===== src/rtl/srd_pkg.sv =====
// opcodes, field codes, clock counts and types for the stack/rotate/string decoder
package srd_pkg;

   // ==========================================================
   // opcode bytes
   localparam logic [7:0] OP_LOCK        = 8'hF0;
   localparam logic [7:0] OP_REP         = 8'hF3;
   localparam logic [7:0] OP_ESC         = 8'h0F;
   localparam logic [7:0] OP_PULL_RM     = 8'h8F;
   localparam logic [7:0] OP_GRP_FF      = 8'hFF;
   localparam logic [7:0] OP_PULL_ALL    = 8'h61;
   localparam logic [7:0] OP_PULL_FLAGS  = 8'h9D;
   localparam logic [7:0] OP_STORE_ALL   = 8'h60;
   localparam logic [7:0] OP_STORE_FLAGS = 8'h9C;
   localparam logic [7:0] OP_PULL_ES     = 8'h07;
   localparam logic [7:0] OP_PULL_SS     = 8'h17;
   localparam logic [7:0] OP_PULL_DS     = 8'h1F;
   localparam logic [7:0] OP_STORE_ES    = 8'h06;
   localparam logic [7:0] OP_STORE_CS    = 8'h0E;
   localparam logic [7:0] OP_STORE_SS    = 8'h16;
   localparam logic [7:0] OP_STORE_DS    = 8'h1E;
   localparam logic [4:0] OP_PULL_REG_HI  = 5'h0B;  // 58..5F
   localparam logic [4:0] OP_STORE_REG_HI = 5'h0A;  // 50..57
   localparam logic [5:0] OP_ROT_D_HI    = 6'h34;   // D0..D3
   localparam logic [6:0] OP_ROT_IMM_HI  = 7'h60;   // C0..C1
   localparam logic [6:0] OP_IN_STR_HI   = 7'h36;   // 6C..6D
   localparam logic [6:0] OP_OUT_STR_HI  = 7'h37;   // 6E..6F
   localparam logic [6:0] OP_LOAD_STR_HI = 7'h56;   // AC..AD
   localparam logic [6:0] OP_MOVE_STR_HI = 7'h52;   // A4..A5
   // second bytes after the escape
   localparam logic [7:0] OP2_MSR_RD     = 8'h32;
   localparam logic [7:0] OP2_TSC_RD     = 8'h31;
   localparam logic [7:0] OP2_PULL_FS    = 8'hA1;
   localparam logic [7:0] OP2_PULL_GS    = 8'hA9;
   localparam logic [7:0] OP2_STORE_FS   = 8'hA0;
   localparam logic [7:0] OP2_STORE_GS   = 8'hA8;

   // ==========================================================
   // modrm fields
   localparam logic [1:0] MOD_REG        = 2'h3;
   localparam logic [2:0] RF_PULL        = 3'h0;
   localparam logic [2:0] RF_STORE       = 3'h6;
   localparam logic [2:0] RF_RCL         = 3'h2;
   localparam logic [2:0] RF_RCR         = 3'h3;
   localparam int         MODRM_REG_LSB  = 3;
   localparam int         MODRM_MOD_LSB  = 6;
   localparam int         ROT_CNT_BIT    = 1;   // D2/D3 carry the count-register form

   // ==========================================================
   // cache-hit clock counts
   localparam logic [7:0] CK_ONE         = 8'h01;
   localparam logic [7:0] CK_PULL_MEM    = 8'h04;
   localparam logic [7:0] CK_SEG_PROT    = 8'h06;
   localparam logic [7:0] CK_PULL_ALL    = 8'h09;
   localparam logic [7:0] CK_PULL_FLAGS  = 8'h08;
   localparam logic [7:0] CK_STORE_MEM   = 8'h03;
   localparam logic [7:0] CK_STORE_ALL   = 8'h0B;
   localparam logic [7:0] CK_STORE_FLAGS = 8'h02;
   localparam logic [7:0] CK_RCL_ONE     = 8'h03;
   localparam logic [7:0] CK_RCR_ONE     = 8'h04;
   localparam logic [7:0] CK_ROT_MULTI   = 8'h08;
   localparam logic [7:0] CK_IN_BASE     = 8'h11;  // 17
   localparam logic [7:0] CK_IN_SLOW     = 8'h20;  // 32
   localparam logic [7:0] CK_OUT_BASE    = 8'h18;  // 24
   localparam logic [7:0] CK_OUT_SLOW    = 8'h27;  // 39
   localparam logic [7:0] CK_LOAD_BASE   = 8'h09;
   localparam logic [7:0] CK_MOVE_BASE   = 8'h0C;  // 12
   localparam int         SH_PORT_STR    = 2;      // 4 per iteration
   localparam int         SH_MEM_STR     = 1;      // 2 per iteration

   // ==========================================================
   // types
   typedef enum logic [4:0] {
      CL_NONE, CL_UNSUP, CL_PULL_RM, CL_PULL_REG, CL_PULL_SEG, CL_PULL_ALL,
      CL_PULL_FLAGS, CL_STORE_RM, CL_STORE_REG, CL_STORE_SEG, CL_STORE_ALL,
      CL_STORE_FLAGS, CL_RCL, CL_RCR, CL_MSR_RD, CL_TSC_RD, CL_REP_IN,
      CL_REP_LOAD, CL_REP_MOVE, CL_REP_OUT
   } srd_class_e;

   typedef enum logic [1:0] {FX_NONE = 2'h0, FX_CF_OF = 2'h1, FX_ALL = 2'h2} srd_flags_e;

   typedef enum logic [4:0] {
      ST_OPC   = 5'b00001,
      ST_ESC   = 5'b00010,
      ST_MODRM = 5'b00100,
      ST_IMM   = 5'b01000,
      ST_EXEC  = 5'b10000
   } srd_state_e;

endpackage


===== src/rtl/srd_cycle_counter.sv =====
// down counter that times one instruction's clocks
module srd_cycle_counter #(
   parameter int W = 20
) (
   input  wire logic         clk,
   input  wire logic         resetn,
   input  wire logic         load,
   input  wire logic [W-1:0] load_val,
   output logic              busy,
   output logic              last
);
   logic [W-1:0] count_r;

   // ==========================================================
   // count down to zero after a load
   always_ff @(posedge clk)
   begin
      if (!resetn)
         count_r <= '0;
      else if (load)
         count_r <= load_val;
      else if (count_r != '0)
         count_r <= count_r - W'(1);
   end

   assign busy = (count_r != '0);
   assign last = (count_r == W'(1));  // final busy cycle
endmodule


===== src/rtl/srd_decode.sv =====
// decode and timing of stack, lock, rotate-through-carry, model/timestamp read and repeated string
// How it works
// RULE1: 8F reg 000 pulls; 1 or 4 clocks
// RULE2: segment pull 1 clock real, 6 protected
// RULE3: 61 pulls all registers, 9 clocks, flags kept
// RULE4: 9D loads all flags in 8 clocks
// RULE5: F0 locks bus for next instruction
// RULE6: FF reg 110 stores; 1 or 3 clocks
// RULE7: segment store takes one clock
// RULE8: 60 stores all registers, 11 clocks, flags kept
// RULE9: 9C stores flags in 2 clocks
// RULE10: left carry rotate 3 or 8 clocks
// RULE11: right carry rotate 4 or 8 clocks
// RULE12: 0F 32 reads model register, flags kept
// RULE13: 0F 31 reads timestamp, flags kept
// RULE14: repeated port input 17+4n or 32+4n
// RULE15: repeated load string 9+2n clocks
// RULE16: repeated move string 12+2n clocks
// RULE17: repeated port output 24+4n or 39+4n
// RULE18: counts assume cache hits; misses stall more
module srd_decode
   import srd_pkg::*;
#(
   parameter int         CNT_W      = 16,
   parameter logic [7:0] MSR_CLOCKS = 8'h01,
   parameter logic [7:0] TSC_CLOCKS = 8'h01
) (
   input  wire logic                clk,
   input  wire logic                resetn,
   input  wire logic                byte_valid,
   input  wire logic [7:0]          byte_data,
   output logic                     byte_ready,
   input  wire logic                prot_mode,
   input  wire logic                io_check_slow,
   input  wire logic [CNT_W-1:0]    rep_count,
   output logic                     dec_valid,
   output srd_class_e               dec_class,
   output logic [CNT_W+3:0]         dec_clocks,
   output srd_flags_e               dec_flags,
   output logic                     dec_mem_operand,
   output logic                     of_undef,
   output logic                     lock_out,
   output logic                     busy,
   output logic                     done
);
   localparam int CLK_W = CNT_W + 4;

   srd_state_e         state_r;
   srd_state_e         state_nxt;
   logic [7:0]         opc_r;
   logic               lock_pend_r;
   logic               rep_pend_r;
   logic               take;
   logic               issue;
   logic               hold;
   srd_class_e         cls;
   logic [CLK_W-1:0]   clk_cnt;
   srd_flags_e         fx;
   logic               mem;
   logic               ofu;
   logic [CLK_W-1:0]   n_ext;
   logic [1:0]         mrm_mod;
   logic [2:0]         mrm_reg;
   logic               cnt_busy;
   logic               cnt_last;
   logic [7:0]         lock_len_r;

   assign take    = byte_valid && byte_ready;
   assign n_ext   = {{4{1'b0}}, rep_count};
   assign mrm_mod = byte_data[MODRM_MOD_LSB +: 2];
   assign mrm_reg = byte_data[MODRM_REG_LSB +: 3];

   // ==========================================================
   // byte decode: picks next state and the finished instruction
   always_comb
   begin
      state_nxt = state_r;
      issue     = 1'b0;
      hold      = 1'b0;
      cls       = CL_UNSUP;
      clk_cnt   = CLK_W'(CK_ONE);
      fx        = FX_NONE;
      mem       = 1'b0;
      ofu       = 1'b0;
      unique case (state_r)
         ST_OPC:
            if (take)
            begin
               issue = 1'b1;
               if (byte_data == OP_LOCK || byte_data == OP_REP)
                  issue = 1'b0;             // prefix, stay here
               else if (byte_data == OP_ESC)
               begin
                  issue     = 1'b0;
                  state_nxt = ST_ESC;
               end
               else if (byte_data == OP_PULL_RM || byte_data == OP_GRP_FF
                        || byte_data[7:2] == OP_ROT_D_HI || byte_data[7:1] == OP_ROT_IMM_HI)
               begin
                  issue     = 1'b0;
                  state_nxt = ST_MODRM;
               end
               // RULE3: pull all registers
               else if (byte_data == OP_PULL_ALL)
               begin
                  cls     = CL_PULL_ALL;
                  clk_cnt = CLK_W'(CK_PULL_ALL);
               end
               // RULE4: pull flag word
               else if (byte_data == OP_PULL_FLAGS)
               begin
                  cls     = CL_PULL_FLAGS;
                  clk_cnt = CLK_W'(CK_PULL_FLAGS);
                  fx      = FX_ALL;
               end
               // RULE8: store all registers
               else if (byte_data == OP_STORE_ALL)
               begin
                  cls     = CL_STORE_ALL;
                  clk_cnt = CLK_W'(CK_STORE_ALL);
               end
               // RULE9: store flag word
               else if (byte_data == OP_STORE_FLAGS)
               begin
                  cls     = CL_STORE_FLAGS;
                  clk_cnt = CLK_W'(CK_STORE_FLAGS);
               end
               // RULE2: segment pull, descriptor load when protected
               else if (byte_data == OP_PULL_ES || byte_data == OP_PULL_SS
                        || byte_data == OP_PULL_DS)
               begin
                  cls     = CL_PULL_SEG;
                  clk_cnt = CLK_W'(prot_mode ? CK_SEG_PROT : CK_ONE);
               end
               // RULE7: segment store
               else if (byte_data == OP_STORE_ES || byte_data == OP_STORE_CS
                        || byte_data == OP_STORE_SS || byte_data == OP_STORE_DS)
                  cls = CL_STORE_SEG;
               else if (byte_data[7:3] == OP_PULL_REG_HI)
                  cls = CL_PULL_REG;
               else if (byte_data[7:3] == OP_STORE_REG_HI)
                  cls = CL_STORE_REG;
               // RULE14: repeated port input
               else if (rep_pend_r && byte_data[7:1] == OP_IN_STR_HI)
               begin
                  cls     = CL_REP_IN;
                  clk_cnt = CLK_W'(prot_mode && io_check_slow ? CK_IN_SLOW : CK_IN_BASE)
                            + (n_ext << SH_PORT_STR);
               end
               // RULE17: repeated port output
               else if (rep_pend_r && byte_data[7:1] == OP_OUT_STR_HI)
               begin
                  cls     = CL_REP_OUT;
                  clk_cnt = CLK_W'(prot_mode && io_check_slow ? CK_OUT_SLOW : CK_OUT_BASE)
                            + (n_ext << SH_PORT_STR);
               end
               // RULE15: repeated load string
               else if (rep_pend_r && byte_data[7:1] == OP_LOAD_STR_HI)
               begin
                  cls     = CL_REP_LOAD;
                  clk_cnt = CLK_W'(CK_LOAD_BASE) + (n_ext << SH_MEM_STR);
               end
               // RULE16: repeated move string
               else if (rep_pend_r && byte_data[7:1] == OP_MOVE_STR_HI)
               begin
                  cls     = CL_REP_MOVE;
                  clk_cnt = CLK_W'(CK_MOVE_BASE) + (n_ext << SH_MEM_STR);
               end
            end
         ST_ESC:
            if (take)
            begin
               issue = 1'b1;
               // RULE12: model register read
               if (byte_data == OP2_MSR_RD)
               begin
                  cls     = CL_MSR_RD;
                  clk_cnt = CLK_W'(MSR_CLOCKS);
               end
               // RULE13: timestamp read
               else if (byte_data == OP2_TSC_RD)
               begin
                  cls     = CL_TSC_RD;
                  clk_cnt = CLK_W'(TSC_CLOCKS);
               end
               else if (byte_data == OP2_PULL_FS || byte_data == OP2_PULL_GS)
               begin
                  cls     = CL_PULL_SEG;
                  clk_cnt = CLK_W'(prot_mode ? CK_SEG_PROT : CK_ONE);
               end
               else if (byte_data == OP2_STORE_FS || byte_data == OP2_STORE_GS)
                  cls = CL_STORE_SEG;
            end
         ST_MODRM:
            if (take)
            begin
               issue = 1'b1;
               mem   = (mrm_mod != MOD_REG);
               // RULE1: pull to register or memory
               if (opc_r == OP_PULL_RM && mrm_reg == RF_PULL)
               begin
                  cls     = CL_PULL_RM;
                  clk_cnt = CLK_W'(mem ? CK_PULL_MEM : CK_ONE);
               end
               // RULE6: store register or memory
               else if (opc_r == OP_GRP_FF && mrm_reg == RF_STORE)
               begin
                  cls     = CL_STORE_RM;
                  clk_cnt = CLK_W'(mem ? CK_STORE_MEM : CK_ONE);
               end
               // RULE10: left rotate through carry
               // RULE11: right rotate through carry
               else if ((opc_r[7:2] == OP_ROT_D_HI || opc_r[7:1] == OP_ROT_IMM_HI)
                        && (mrm_reg == RF_RCL || mrm_reg == RF_RCR))
               begin
                  cls = (mrm_reg == RF_RCL) ? CL_RCL : CL_RCR;
                  fx  = FX_CF_OF;
                  ofu = (opc_r[7:2] != OP_ROT_D_HI) || opc_r[ROT_CNT_BIT];
                  if (ofu)
                     clk_cnt = CLK_W'(CK_ROT_MULTI);
                  else
                     clk_cnt = CLK_W'(mrm_reg == RF_RCL ? CK_RCL_ONE : CK_RCR_ONE);
                  if (opc_r[7:1] == OP_ROT_IMM_HI)
                  begin
                     issue = 1'b0;          // count byte still to come
                     hold  = 1'b1;
                  end
               end
               if (!issue)
                  state_nxt = hold ? ST_IMM : ST_OPC;
            end
         ST_IMM:
            issue = take;
         ST_EXEC:
            if (cnt_last)
               state_nxt = ST_OPC;
      endcase
      if (issue)
         state_nxt = ST_EXEC;
   end

   // ==========================================================
   // state and the first opcode byte
   always_ff @(posedge clk)
   begin
      if (!resetn)
      begin
         state_r <= ST_OPC;
         opc_r   <= 8'h00;
      end
      else
      begin
         state_r <= state_nxt;
         if (take && state_r == ST_OPC)
            opc_r <= byte_data;
      end
   end

   // ==========================================================
   // decoded result, kept until the next instruction; the immediate
   // form keeps what the modrm byte produced
   always_ff @(posedge clk)
   begin
      if (!resetn)
      begin
         dec_valid       <= 1'b0;
         dec_class       <= CL_NONE;
         dec_clocks      <= '0;
         dec_flags       <= FX_NONE;
         dec_mem_operand <= 1'b0;
         of_undef        <= 1'b0;
      end
      else
      begin
         dec_valid <= issue;
         if ((issue && state_r != ST_IMM) || hold)
         begin
            dec_class       <= cls;
            dec_clocks      <= clk_cnt;
            dec_flags       <= fx;
            dec_mem_operand <= mem;
            of_undef        <= ofu;
         end
      end
   end

   // ==========================================================
   // prefixes; a prefix arriving with nothing after it waits
   // RULE5: lock held from issue to completion
   always_ff @(posedge clk)
   begin
      if (!resetn)
      begin
         lock_pend_r <= 1'b0;
         rep_pend_r  <= 1'b0;
         lock_out    <= 1'b0;
      end
      else
      begin
         if (issue)
         begin
            lock_out    <= lock_pend_r;
            lock_pend_r <= 1'b0;
            rep_pend_r  <= 1'b0;
         end
         else
         begin
            if (take && state_r == ST_OPC && byte_data == OP_LOCK)
               lock_pend_r <= 1'b1;
            if (take && state_r == ST_OPC && byte_data == OP_REP)
               rep_pend_r <= 1'b1;
            if (cnt_last)
               lock_out <= 1'b0;
         end
      end
   end

   // ==========================================================
   // execution timer; miss stalls are added outside this block
   // RULE18: cache-hit counts only
   srd_cycle_counter #(.W(CLK_W)) u_timer (
      .clk      (clk),
      .resetn   (resetn),
      .load     (dec_valid),
      .load_val (dec_clocks),
      .busy     (cnt_busy),
      .last     (cnt_last)
   );

   assign busy       = cnt_busy;
   assign done       = cnt_last;
   assign byte_ready = (state_r != ST_EXEC);

   // ==========================================================
   // checks
   // length of the current lock run, saturating so long strings cannot wrap it
   always_ff @(posedge clk)
   begin
      if (!resetn)
         lock_len_r <= 8'h00;
      else if (!lock_out)
         lock_len_r <= 8'h00;
      else if (lock_len_r != 8'hFF)
         lock_len_r <= lock_len_r + 8'h01;
   end
endmodule


===== config.mk =====
export PLATFORM = sky130hd
export DESIGN_NAME = srd_decode
export DESIGN_NICKNAME = d
export VERILOG_FILES = /design/src/rtl/srd_pkg.sv /design/src/rtl/srd_cycle_counter.sv /design/src/rtl/srd_decode.sv
export SDC_FILE = /design/constraint.sdc
export NUM_CORES = 1
export LEC_CHECK = 0
export BUFFER_PORTS_ARGS = -buffer_cell sky130_fd_sc_hd__clkbuf_2
export CAP_MARGIN = 30
export CORE_MARGIN = 2
export CORE_UTILIZATION = 39
export DETAILED_ROUTE_END_ITERATION = 10
export PLACE_DENSITY_LB_ADDON = 0.1
export SYNTH_ARGS = -nofsm -noshare
export SYNTH_HDL_FRONTEND = slang
export SYNTH_SLANG_ARGS = --single-unit

===== constraint.sdc =====
create_clock -name clk -period 7.2 [get_ports clk]
set_input_delay 0.72 -clock clk [delete_from_list [all_inputs] [get_ports clk]]
set_output_delay 0.72 -clock clk [all_outputs]
set_load 0.01 [all_outputs]

# Word-level counts from Yosys, hierarchy flattened
# Index checks and enable logic that the tools add are counted.
[classes] n_bitwise=1 n_eq_ne=59 add_sub_neg=5 reduce_logical=37 mux=112
[op_table] operator="two-way mux 19 bit" n=14
[op_table] operator="two-way mux 5 bit" n=24
[op_table] operator="equality test 8 bit (second input constant)" n=12
[op_table] operator="two-way mux 4 bit" n=15
[op_table] operator="case mux 19 bit (3 select lines)" n=1
[op_table] operator="two-way mux 20 bit" n=2
[op_table] operator="adder 6 x 18 -> 19 bit" n=2
[op_table] operator="adder 4 x 17 -> 18 bit (first input constant)" n=2
[op_table] operator="two-way mux 18 bit" n=2
[op_table] operator="two-way mux 1 bit" n=34
[op_table] operator="equality test 8 x 5 -> 1 bit (second input constant)" n=4
[op_table] operator="case mux 5 bit (3 select lines)" n=2
[op_table] operator="equality test 7 bit (second input constant)" n=4
[op_table] operator="two-way mux 3 bit" n=7
[op_table] operator="equality test 20 x 1 -> 1 bit (second input constant)" n=1
[op_table] operator="nonzero test 20 bit" n=1
[op_table] operator="subtractor 20 x 1 -> 20 bit (second input constant)" n=1
[op_table] operator="inequality test 3 bit (second input constant)" n=6
[op_table] operator="equality test 8 x 3 -> 1 bit (second input constant)" n=2
[op_table] operator="equality test 8 x 4 -> 1 bit (second input constant)" n=2
[op_table] operator="equality test 8 x 6 -> 1 bit (second input constant)" n=2
[op_table] operator="equality test 8 x 7 -> 1 bit (second input constant)" n=2
[op_table] operator="equality test 5 x 4 -> 1 bit (second input constant)" n=3
[op_table] operator="logical OR 1 bit" n=15
[op_table] operator="25 further kinds" n=54
[totals] input_bits=29 word_cells=227 register_bits=66 out_inout_bits=34

# Longest topological paths before layout
# Gate-level depths: netlist (run 1).
[depth] word_depth=19 mapped_depth=10 ltp_nobuf=9

# By module
# A second synthesis (run 1) with hierarchy kept.
[hier_totals] hier_cells=692 area_unflattened_um2=5257.5
[by_module_without_submodules] module="srd_decode" area_each_um2=3910.0 instances=1 seq_area_each_um2=900.9 cells_each=530
[by_module_without_submodules] module="srd_cycle_counter" area_each_um2=1347.5 instances=1 seq_area_each_um2=400.4 cells_each=162

# Worst setup path after synthesis (run 1)
# Ideal clock, no wire load.
[synth_path] path_type="input to register" from="input io_check_slow" to="register dec_clocks[13]" arrival_ns=2.884 setup_time_ns=0.117 required_ns=7.083 path_slack_ns=4.199 stages=9 path_buffers=1 cell_sequence="buf_2 nand2_1 ha_1 a21o_1 a311oi_1 o32a_1 nor2_1 or3_1 a32o_1"
[synth_via] elab_chain_cells=18 word_cells_on_any_way=20 cone_classes="2 x add/sub; 17 x mux; 1 x reduce/logical"
[synth_lines] element="from (decl)" line="srd_decode.sv:34" source="input wire logic io_check_slow,"
[synth_lines] element="logical AND 1 bit (*)" line="srd_decode.sv:147, srd_decode.sv:154"
[synth_lines] element="two-way mux 6 bit" line="srd_decode.sv:154" source="clk_cnt = CLK_W'(prot_mode && io_check_slow ? CK_OUT_SLOW : CK_OUT_BASE)"
[synth_lines] element="adder 6 x 18 -> 19 bit" line="srd_decode.sv:155" source="+ (n_ext << SH_PORT_STR);"
[synth_lines] element="two-way mux 19 bit" line="srd_decode.sv:151" source="else if (rep_pend_r && byte_data[7:1] == OP_OUT_STR_HI)"
[synth_lines] element="two-way mux 19 bit (*)" line="srd_decode.sv:144" source="else if (rep_pend_r && byte_data[7:1] == OP_IN_STR_HI)"
[synth_lines] element="two-way mux 19 bit (*)" line="srd_decode.sv:141" source="else if (byte_data[7:3] == OP_STORE_REG_HI)"
[synth_lines] element="two-way mux 19 bit (*)" line="srd_decode.sv:139" source="else if (byte_data[7:3] == OP_PULL_REG_HI)"
[synth_lines] element="two-way mux 19 bit (*)" line="srd_decode.sv:136" source="else if (byte_data == OP_STORE_ES || byte_data == OP_STORE_CS"
[synth_lines] element="[2 not listed]"
[synth_lines] element="two-way mux 19 bit (*)" line="srd_decode.sv:117" source="else if (byte_data == OP_STORE_ALL)"
[synth_lines] element="two-way mux 19 bit (*)" line="srd_decode.sv:110" source="else if (byte_data == OP_PULL_FLAGS)"
[synth_lines] element="two-way mux 19 bit (*)" line="srd_decode.sv:104" source="else if (byte_data == OP_PULL_ALL)"
[synth_lines] element="two-way mux 19 bit (*)" line="srd_decode.sv:97" source="else if (byte_data == OP_PULL_RM || byte_data == OP_GRP_FF"
[synth_lines] element="two-way mux 19 bit (*)" line="srd_decode.sv:92" source="else if (byte_data == OP_ESC)"
[synth_lines] element="two-way mux 19 bit (*)" line="srd_decode.sv:90" source="if (byte_data == OP_LOCK || byte_data == OP_REP)"
[synth_lines] element="two-way mux 19 bit (*)" line="srd_decode.sv:87" source="if (take)"
[synth_lines] element="case mux 19 bit (3 select lines) (*)" line="srd_decode.sv:85" source="unique case (state_r)"
[synth_lines] element="to (signal assigned)" line="srd_decode.sv:279" source="dec_clocks <= clk_cnt;"
[synth_lines] element="to (decl)" line="srd_decode.sv:38" source="output logic [CNT_W+3:0] dec_clocks,"
# Mark *: on every way between the ends. The rest lies on a longest branch, timed or not.
# A chain may end at the register's enable or synchronous reset.

# Worst setup path in the final report (run 1)
[layout_path] from="input prot_mode" to="register dec_clocks[13]"
[layout_via] elab_chain_cells=18 word_cells_on_any_way=20 cone_classes="2 x add/sub; 17 x mux; 1 x reduce/logical"
[layout_lines] element="from (decl)" line="srd_decode.sv:33" source="input wire logic prot_mode,"
[layout_lines] element="logical AND 1 bit (*)" line="srd_decode.sv:147, srd_decode.sv:154"
[layout_lines] element="two-way mux 6 bit" line="srd_decode.sv:154"
[layout_lines] element="adder 6 x 18 -> 19 bit" line="srd_decode.sv:155"
[layout_lines] element="two-way mux 19 bit" line="srd_decode.sv:151"
[layout_lines] element="two-way mux 19 bit (*)" line="srd_decode.sv:144"
[layout_lines] element="two-way mux 19 bit (*)" line="srd_decode.sv:141"
[layout_lines] element="two-way mux 19 bit (*)" line="srd_decode.sv:139"
[layout_lines] element="two-way mux 19 bit (*)" line="srd_decode.sv:136"
[layout_lines] element="[2 not listed]"
[layout_lines] element="two-way mux 19 bit (*)" line="srd_decode.sv:117"
[layout_lines] element="two-way mux 19 bit (*)" line="srd_decode.sv:110"
[layout_lines] element="two-way mux 19 bit (*)" line="srd_decode.sv:104"
[layout_lines] element="two-way mux 19 bit (*)" line="srd_decode.sv:97"
[layout_lines] element="two-way mux 19 bit (*)" line="srd_decode.sv:92"
[layout_lines] element="two-way mux 19 bit (*)" line="srd_decode.sv:90"
[layout_lines] element="two-way mux 19 bit (*)" line="srd_decode.sv:87"
[layout_lines] element="case mux 19 bit (3 select lines) (*)" line="srd_decode.sv:85"
# Marks and branches as above.

==> summary.md, run 1 <==
The number of failing hold endpoints at the final stage is 0. For this block, the routed nets add up to 15.4 mm of wire. Counting distinct cell types in the post-synthesis netlist gives 82. For the number of synthesis warnings, the log shows 0. Cells with a size suffix above 1 make up 14.3% of the layout. The number of setup buffers added after CTS is 0.

At the end of the flow the core is filled with cells to 44.5%. For the worst setup path, the data arrival time is 3.40 ns. By area the synthesized netlist is led by dfxtp_1, nor2_1, xnor2_1, nand2_1, o21ai_0.

Clock tree root driver cell: clkbuf_16. At the end of the flow, the number of nets in the layout was 709. The initialized floorplan defines 41 standard-cell rows.

The total global routing track utilization was 23.3%; the pre-CTS setup slack was 3.72 ns. In this run, the clock network consumes 28.9% of the power. Measured along the y axis, the die boundary spans 117 µm.

In this run the mean area of a mapped cell was 7.70 µm². In this run the biggest area consumer among cell types represents 26.2% of the synthesized area. Total clock buffers created by CTS: 9. The flow ran to the end, and the final reports show no timing, DRC or antenna violations. Summed over all failing endpoints, the final setup total negative slack is 0 ns.

Counting instances in the post-synthesis netlist gives the leading cell types as dfxtp_1, nor2_1, nand2_1. The first detailed-routing pass took 5 iterations. In this run the worst hold path is classified as reg -> reg.

The number of pins with negative max-slew slack in the final report is 0, and the setup-violating endpoint count in the final report is 0. In this run switching power makes up 37.8% of total power. In the routed layout, each cell is associated on average with a via count of 5.88. The required time of the critical path is 7.42 ns.

The leading register cell type out of synthesis is dfxtp_1. Largest voltage drop on the vdd net: 118 µV. TritonCTS built the clock tree.

Derived from the worst setup path, the maximum achievable clock frequency is 0.315 GHz. The synthesized area is 4980 µm². Between clock sinks in the finished design, the worst skew comes to 0.00964 ns. The pin slew with the least headroom to its limit is 0.872 ns, and the growth of design area from synthesis to finish is 11.9%. The net count of the mapped netlist was 684. The critical path's slowest cell was a311oi_1. Clock transition time at the flip-flop clock pins of the worst setup and hold paths: 0.06 ns. The signal on the critical path passes through clkbuf_2, nand2_1, ha_1, a21o_1, a311oi_1, o32a_1, nor2_1, or3_1, a32o_1.

The share of flip-flops with an asynchronous set or reset was 0%. In this design, the stage delay of the slowest critical-path cell is 0.54 ns. Critical-path maximum fanout: 11. The run gives 0 as the number of maximum-capacitance constraint violations. The met3 demand-to-capacity share in global routing was 3.60%.

The non-filler instance count after layout is 848. Once the floorplan was initialized, standard cells occupied 39.8% of the core. Yosys instantiated no cell more often than dfxtp_1. The critical register-to-register path startpoint was state_r[4].

Of the total power, registers draw 32.7%. The minimum setup slack in the final design was 4.02 ns; the detailed router's first-iteration violation count was 527. In this run the number of H-tree levels came out at 3.

The internal power of the cells totals 0.941 mW. The worst setup path is captured at a flop. The run gives 0 as the count of nets left with antenna violations after detail routing.

The tools report the via count of the first global-routing pass as 4527. In this run the static leakage power is 2.12 nW. The number of antenna violations at the first check in global routing was 0; the instance count of the mapped netlist was 646. The longest clock path from root to sink contains 2 buffers. Number of sinks handled by clock tree synthesis: 65. The highest-utilization routing layer at the global route stage was met1.

The run gives 24.9 mm as the wire length of the first global-routing pass. After detailed placement, the design holds a cell count of 832. Global routing used 34.5% of the available met2 tracks.

Floorplan die width: 117 µm. Global routing finished with a remaining overflow of 0. After synthesis, flip-flops and latches occupy 26.2% of the total area. The run gives 63 as the I/O pin count. The tools report the launch point of the worst hold path as dec_flags[0]. The worst setup path is of the in -> reg kind. For this design the total switching power over the nets is 0.572 mW. At the end of routability-driven placement, the weighted congestion stood at 0.922. Yosys mapped a number of flops with a built-in enable equal to 0. The standard cell core area was 12500 µm²; the time the worst path needs with I/O delays and setup was 3.18 ns. Synthesis inferred 65 register bits. The repair_antennas step left the layout with diodes totalling 0. The sum of net half-perimeters after detailed placement was 11.5 mm. The die covers 13700 µm². The synthesized design spends more area on one cell type than any other, namely dfxtp_1. For this block, the via count after detailed routing is 4986. The count of buffers added on input and output ports is 61.

Dividing total power by cell area gives a power density of 272 nW/µm². The launching element of the worst setup path is prot_mode. After clock tree synthesis, the flow added hold-fix buffers numbering 0. Global routing met1 resource utilization: 35.1%. The type of element launching the critical path was a primary input. Setup repair after global routing left no endpoint under its margin.

The final clock period utilization by the worst path was 44.1%; the total power was 1.51 mW. The max-slew headroom at the worst pin was 41.9%; the average wire per cell in the routed design was 18.2 µm. The clock latency of the later-clocked register in the worst-skew pair was 0.33 ns. The post-cts sizing count is 0, and the maximum number of pins on one net before global-route repair is 45.

The logs give 38.4% for the combinational power share and 0 for the count of unresolved DRC violations after routing.
[power groups by stage]
stage / registers [mW] / clock network [mW] / logic [mW]
finish: 0.494 / 0.438 / 0.581
global route: 0.503 / 0.464 / 0.655
CTS: 0.493 / 0.447 / 0.580
detailed placement: 0.500 / 0 / 0.575
global placement: 0.498 / 0 / 0.569
floorplan: 0.480 / 0 / 0.475
[kinds of logic (layout without fill, tap and decap cells)]
kind of cell	after synthesis	count (layout)	share of synthesized area [%]
simple gates	272	272	30.0
other cells	1	1	0.0754
flops	65	65	26.2
xor+xnor	44	44	7.74
mux	9	9	1.81
buf+inv	65	95	5.98
fa+ha+maj	9	9	2.41
compound gates	181	181	25.8
[sequential cells by signal, indices dropped and copies added, names as in the netlist]
register         flops
dec_class            5
dec_clocks          19
dec_flags            2
dec_mem_operand      1
dec_valid            1
lock_out             1
lock_pend_r          1
of_undef             1
opc_r                8
rep_pend_r           1
state_r              5
u_timer.count_r     20
[final timing paths]
path / slack [ns] / endpoint / cells after the start
worst min register to register: 0.46 / dec_flags[0] / 2
worst max-delay path: 4.02 / dec_clocks[13] / 9
worst min-delay path: 0.46 / dec_flags[0] / 2
worst max register to register: 4.10 / dec_clocks[13] / 6
[worst max-delay path, delay by kind of cell]
| family | cells | cell delay, ns |
|---|---|---|
| adder cells (fa/ha/maj) | 1 | 0.46 |
| buffers and inverters | 1 | 0.21 |
| AND/OR/NAND/NOR | 3 | 0.65 |
| AO/OA/AOI/OAI | 4 | 1.35 |
[layout by cell type (no fill, tap or decap), types with 10 or more instances in the layout]
| master | count |
|---|---|
| nand3_1 | 22 |
| nand2b_1 | 10 |
| xnor2_1 | 26 |
| nor2b_1 | 13 |
| or3_1 | 10 |
| nand4_1 | 18 |
| dfxtp_1 | 65 |
| o21ai_0 | 36 |
| nor2_1 | 64 |
| a31oi_1 | 11 |
| inv_1 | 15 |
| nor3_1 | 19 |
| xor2_1 | 18 |
| nand2_1 | 51 |
| a22o_1 | 13 |
| a21oi_1 | 31 |
| clkbuf_2 | 61 |
[cell type report]
cell class	count	area [µm²]
fill	1307	6950
multi-input combinational	516	3380
sequential	65	1300
timing repair buffer	63	318
clock buffer	12	246
tap	172	215
inverter	16	60.1
clock inverter	4	52.6
[through the flow]
stage | hold slack [ns] | cell area (µm²)
6_report | 0.455 | 5570
5_1_grt | 0.464 | 5570
4_1_cts | 0.456 | 5570
3_5_place_dp | 0.445 | 5270
3_3_place_gp | 0.436 | 5270
2_1_floorplan | 0.429 | 4980
[routing by layer]
| layer | wire (µm) | vias up |
|---|---|---|
| met1 | 7670 | 2341 |
| met5 | 0 | - |
| met4 | 202 | 0 |
| li1 | - | 2462 |
| met2 | 6750 | 169 |
| met3 | 793 | 14 |
(Power assumes the default switching activity.)
==> run 2: changes to the inputs <==
--- a/config.mk
+++ b/config.mk
@@ -5,6 +5,7 @@
 export SDC_FILE = /design/constraint.sdc
 export NUM_CORES = 1
 export LEC_CHECK = 0
+export ABC_AREA = 1
 export BUFFER_PORTS_ARGS = -buffer_cell sky130_fd_sc_hd__clkbuf_2
 export CAP_MARGIN = 30
 export CORE_MARGIN = 2
==> constraint.sdc (replaced) <==
create_clock -name clk -period 2.6 [get_ports clk]
set_input_delay 0.26 -clock clk [delete_from_list [all_inputs] [get_ports clk]]
set_output_delay 0.26 -clock clk [all_outputs]
set_load 0.01 [all_outputs]
==> run 2 against run 1 <==
  * Register-to-register slack worse by 3.6 ns
  * Setup slack worse by 3.5 ns
  * Clock-buffer cell count down 1
  * Sequential share of layout area down 2.7 points
  * Clock power rose to 2.8 times the previous value
  * Clock skew about the same
  * Combinational power rose to 4.5 times the previous value
  * Highest routed layer unchanged
  * Synthesized cell count up 47%
  * Via count up 27%
  * Wire length up 24%
==> summary.md, run 2 <==
The run finished with clean final reports. Yosys mapped a number of flops with a built-in enable equal to 0. Yosys instantiated no cell more often than nand2_1. Broken down by cell family, the worst path's largest delay share belongs to simple AND/OR/NAND/NOR gates. After detailed routing, the number of remaining DRC violations is 0.

0 antenna diodes ended up in the layout. The run gives 13900 µm² as the standard cell core area. Counting the buffers created by CTS gives 9. Share of the synthesized area in the top cell type: 23.6%.

The logs give 43 for the row count and 0 for the number of setup buffers added after CTS. In the layout the commonest cells are nand2_1, nor2_1, nand3_1. The total number of H-tree levels was 3; the I/O pin count was 63. The number of different library cells in the post-synthesis netlist was 47; the total wire length after detailed routing was 19.2 mm. For the via count of the first global-routing pass, the log shows 5898.

The logs give 544 µV for the largest voltage drop on the vdd net and 2.33 ns for the arrival time at the worst endpoint. The largest registers in the layout are u_timer.count_r x20, dec_clocks x19, opc_r x8. Commonest non-fill, non-tap cell in the layout: nand2_1. The worst setup path is captured at a flop.

For this run the aggregate overflow at the end of global routing stands at 0. The average cell area after synthesis was 5.83 µm²; the instance count of the mapped netlist was 947. The clock passes through at most 2 buffers. Once detailed placement completed, the half-perimeter wirelength came to 14.8 mm. The via total after detailed routing was 6337; the pin slew with the least headroom to its limit was 0.586 ns. Setup repair after global routing left no endpoint under its margin. For this run, the slowest stage of the critical path takes 0.38 ns.

Measured against its own limit, the worst slew margin works out to 60.8%. In this run the power density over the cells is 861 nW/µm². After layout, the minimum clock period comes to 2.06 ns. Once detail routing completed, the nets flagged for antenna violations numbered 0.

The top register by number of flip-flops was u_timer.count_r. The register with the most flip-flops in the layout has 20 of them. The total leakage power was 3.08 nW.

Type of the worst setup path: reg -> reg. The effective utilization at floorplan is 39.8%, and the die height is 123 µm. Sorting the synthesized cells by area gives the leading types as dfxtp_1, nand2_1, nand3_1, nor2_1, a21oi_1. Of the cells placed in the final design, the portion with a size suffix greater than 1 is 13.8%.

Flip-flop and latch count after synthesis: 65. The synthesized area was 5530 µm²; the number of sinks handled by clock tree synthesis was 65. The most area-hungry cell type in the Yosys netlist is dfxtp_1. Walking the worst path, the cells encountered are nor2_2, nand3_2, nand2_2, nor2_2, buf_4, inv_1, nor2_1, nand3_1, nor2_1, nand2_1, a21oi_1. Buffers placed on the I/O ports in this run total 61. The register area share after synthesis was 23.6%. The run gives 0.35 ns as the clock latency of the later-clocked register in the worst-skew pair. The number of optimization iterations in the first detailed-route pass came out at 5. Critical path buffer and inverter count: 2. After synthesis, the most frequently instantiated cells are nand2_1, nor2_1, nand3_1.

After the last flow step, the layout net total stands at 1044. Upper clock frequency limit: 0.486 GHz. The floorplan die width came out at 123 µm.

The clock tree root driver cell was clkbuf_16. Setup violations remaining at the end of the flow were counted as 0. Dividing the detail-routed via count by the number of cells gives 5.32. The first global-routing pass estimated 30.4 mm of wire. For the worst setup path, the data required time is 2.87 ns. The critical path's slowest cell is dfxtp_1. The total global routing track utilization is 26.0%, and the total die area is 15100 µm².

The growth of design area from synthesis to finish is 13.9%, and the routability congestion estimate from global placement is 0.963. The number of nets in the synthesized netlist is 985. For this run, asynchronously set or reset flops after synthesis account for 0%. The number of pins with negative max-slew slack in the final report was 0; the detailed router's first-iteration violation count was 499. Summed over all failing endpoints, the final setup total negative slack is 0 ns. In this run the worst path has a maximum fanout of 17. For this run, the leading register cell type out of synthesis is dfxtp_1. Once the clock tree was built, the resizer swapped 0 gates to a different size. The number of failing hold endpoints at the final stage was 0; the number of antenna violations at the first check in global routing was 0. The tightest min-delay check is of the in -> reg type. TritonCTS built the clock tree.

The worst path uses 79.1% of the clock period. Clock-pin slew was measured on the worst setup and hold paths at 0.05 ns. The number of synthesis warnings is 0, and the number of maximum-capacitance constraint violations is 0.

Entering global routing, the biggest net connects 29 pins. The average wire per cell in the routed design works out to 16.1 µm. For this run, the share of the core covered by cells in the final layout is 45.3%.

In this run, post-CTS hold repair placed 0 buffers. Between clock sinks in the finished design, the worst skew comes to 0.00947 ns. The worst setup path is launched from a flop.
-- run 2: cell count changes in the layout (fill, tap and decap cells not counted), sizes merged, moves of 15 or more --
| cell | previous run | this run |
|---|---|---|
| a21oi | 31 | 72 |
| nor2 | 64 | 147 |
| nand2 | 52 | 245 |
| buf | 2 | 17 |
| nand3 | 22 | 115 |
| xnor2 | 26 | 3 |
| o21ai | 37 | 61 |
| inv | 15 | 106 |
-- run 2: per-layer routing --
metal	track usage [%]	share of wire, %
met4	11.6	4.0
met1	33.3	44
met2	42.2	45
met5	0	0
met3	5.35	6.4
-- run 2: worst paths after layout --
kind | start | endpoint | slack, ns | depth (start not counted)
worst max register to register | state_r[0] | dec_clocks[16] | 0.54 | 11
worst min-delay path | byte_data[6] | opc_r[6] | 0.22 | 3
worst max-delay path | state_r[0] | dec_clocks[16] | 0.54 | 11
worst min register to register | dec_flags[1] | dec_flags[1] | 0.46 | 2
-- run 2: worst register-to-register path, cell delays in order, from the launching register on --
cell and delay (ns):
dfxtp_1 0.38, nor2_2 0.08, nand3_2 0.14, nand2_2 0.14
nor2_2 0.21, buf_4 0.25, inv_1 0.10, nor2_1 0.15
nand3_1 0.22, nor2_1 0.15, nand2_1 0.06, a21oi_1 0.12
-- run 2: cell families (layout without fill, tap and decap cells) --
group                    count (synthesis)  in the layout  synth area share [%]
flip-flops                              65             65                  23.6
XOR/XNOR                                18             18                  2.85
buffers and inverters                  138            202                  10.7
other                                    1              1                0.0679
adder cells (fa/ha/maj)                  9              9                  2.17
AND/OR/NAND/NOR                        563            563                  45.5
AO/OA/AOI/OAI                          153            153                  15.1
-- run 2: report_power, final --
| part | internal [mW] | switching (mW) |
|---|---|---|
| clock network | 0.765 | 0.467 |
| logic | 0.901 | 1.70 |
| registers | 1.31 | 0.274 |
-- run 2: final cells by class --
type	count	area (µm²)
repair buffers	78	433
well taps	180	225
inverters	108	407
flip-flops and latches	65	1300
clock buffers	11	243
multi-input cells	744	3630
clock inverters	5	55.1
fillers	1550	7590
-- run 2: metrics by stage --
step,setup slack [ns],cells,instance area [µm²],hold WS (ns),total power [mW]
after floorplan,0.683,947,5530,0.400,3.46
after global placement,0.351,1175,6000,0.457,4.19
after detailed placement,0.283,1175,6000,0.456,4.18
after CTS,0.534,1191,6290,0.197,5.44
after global routing,0.224,1191,6290,0.219,5.88
final,0.544,1191,6290,0.215,5.42
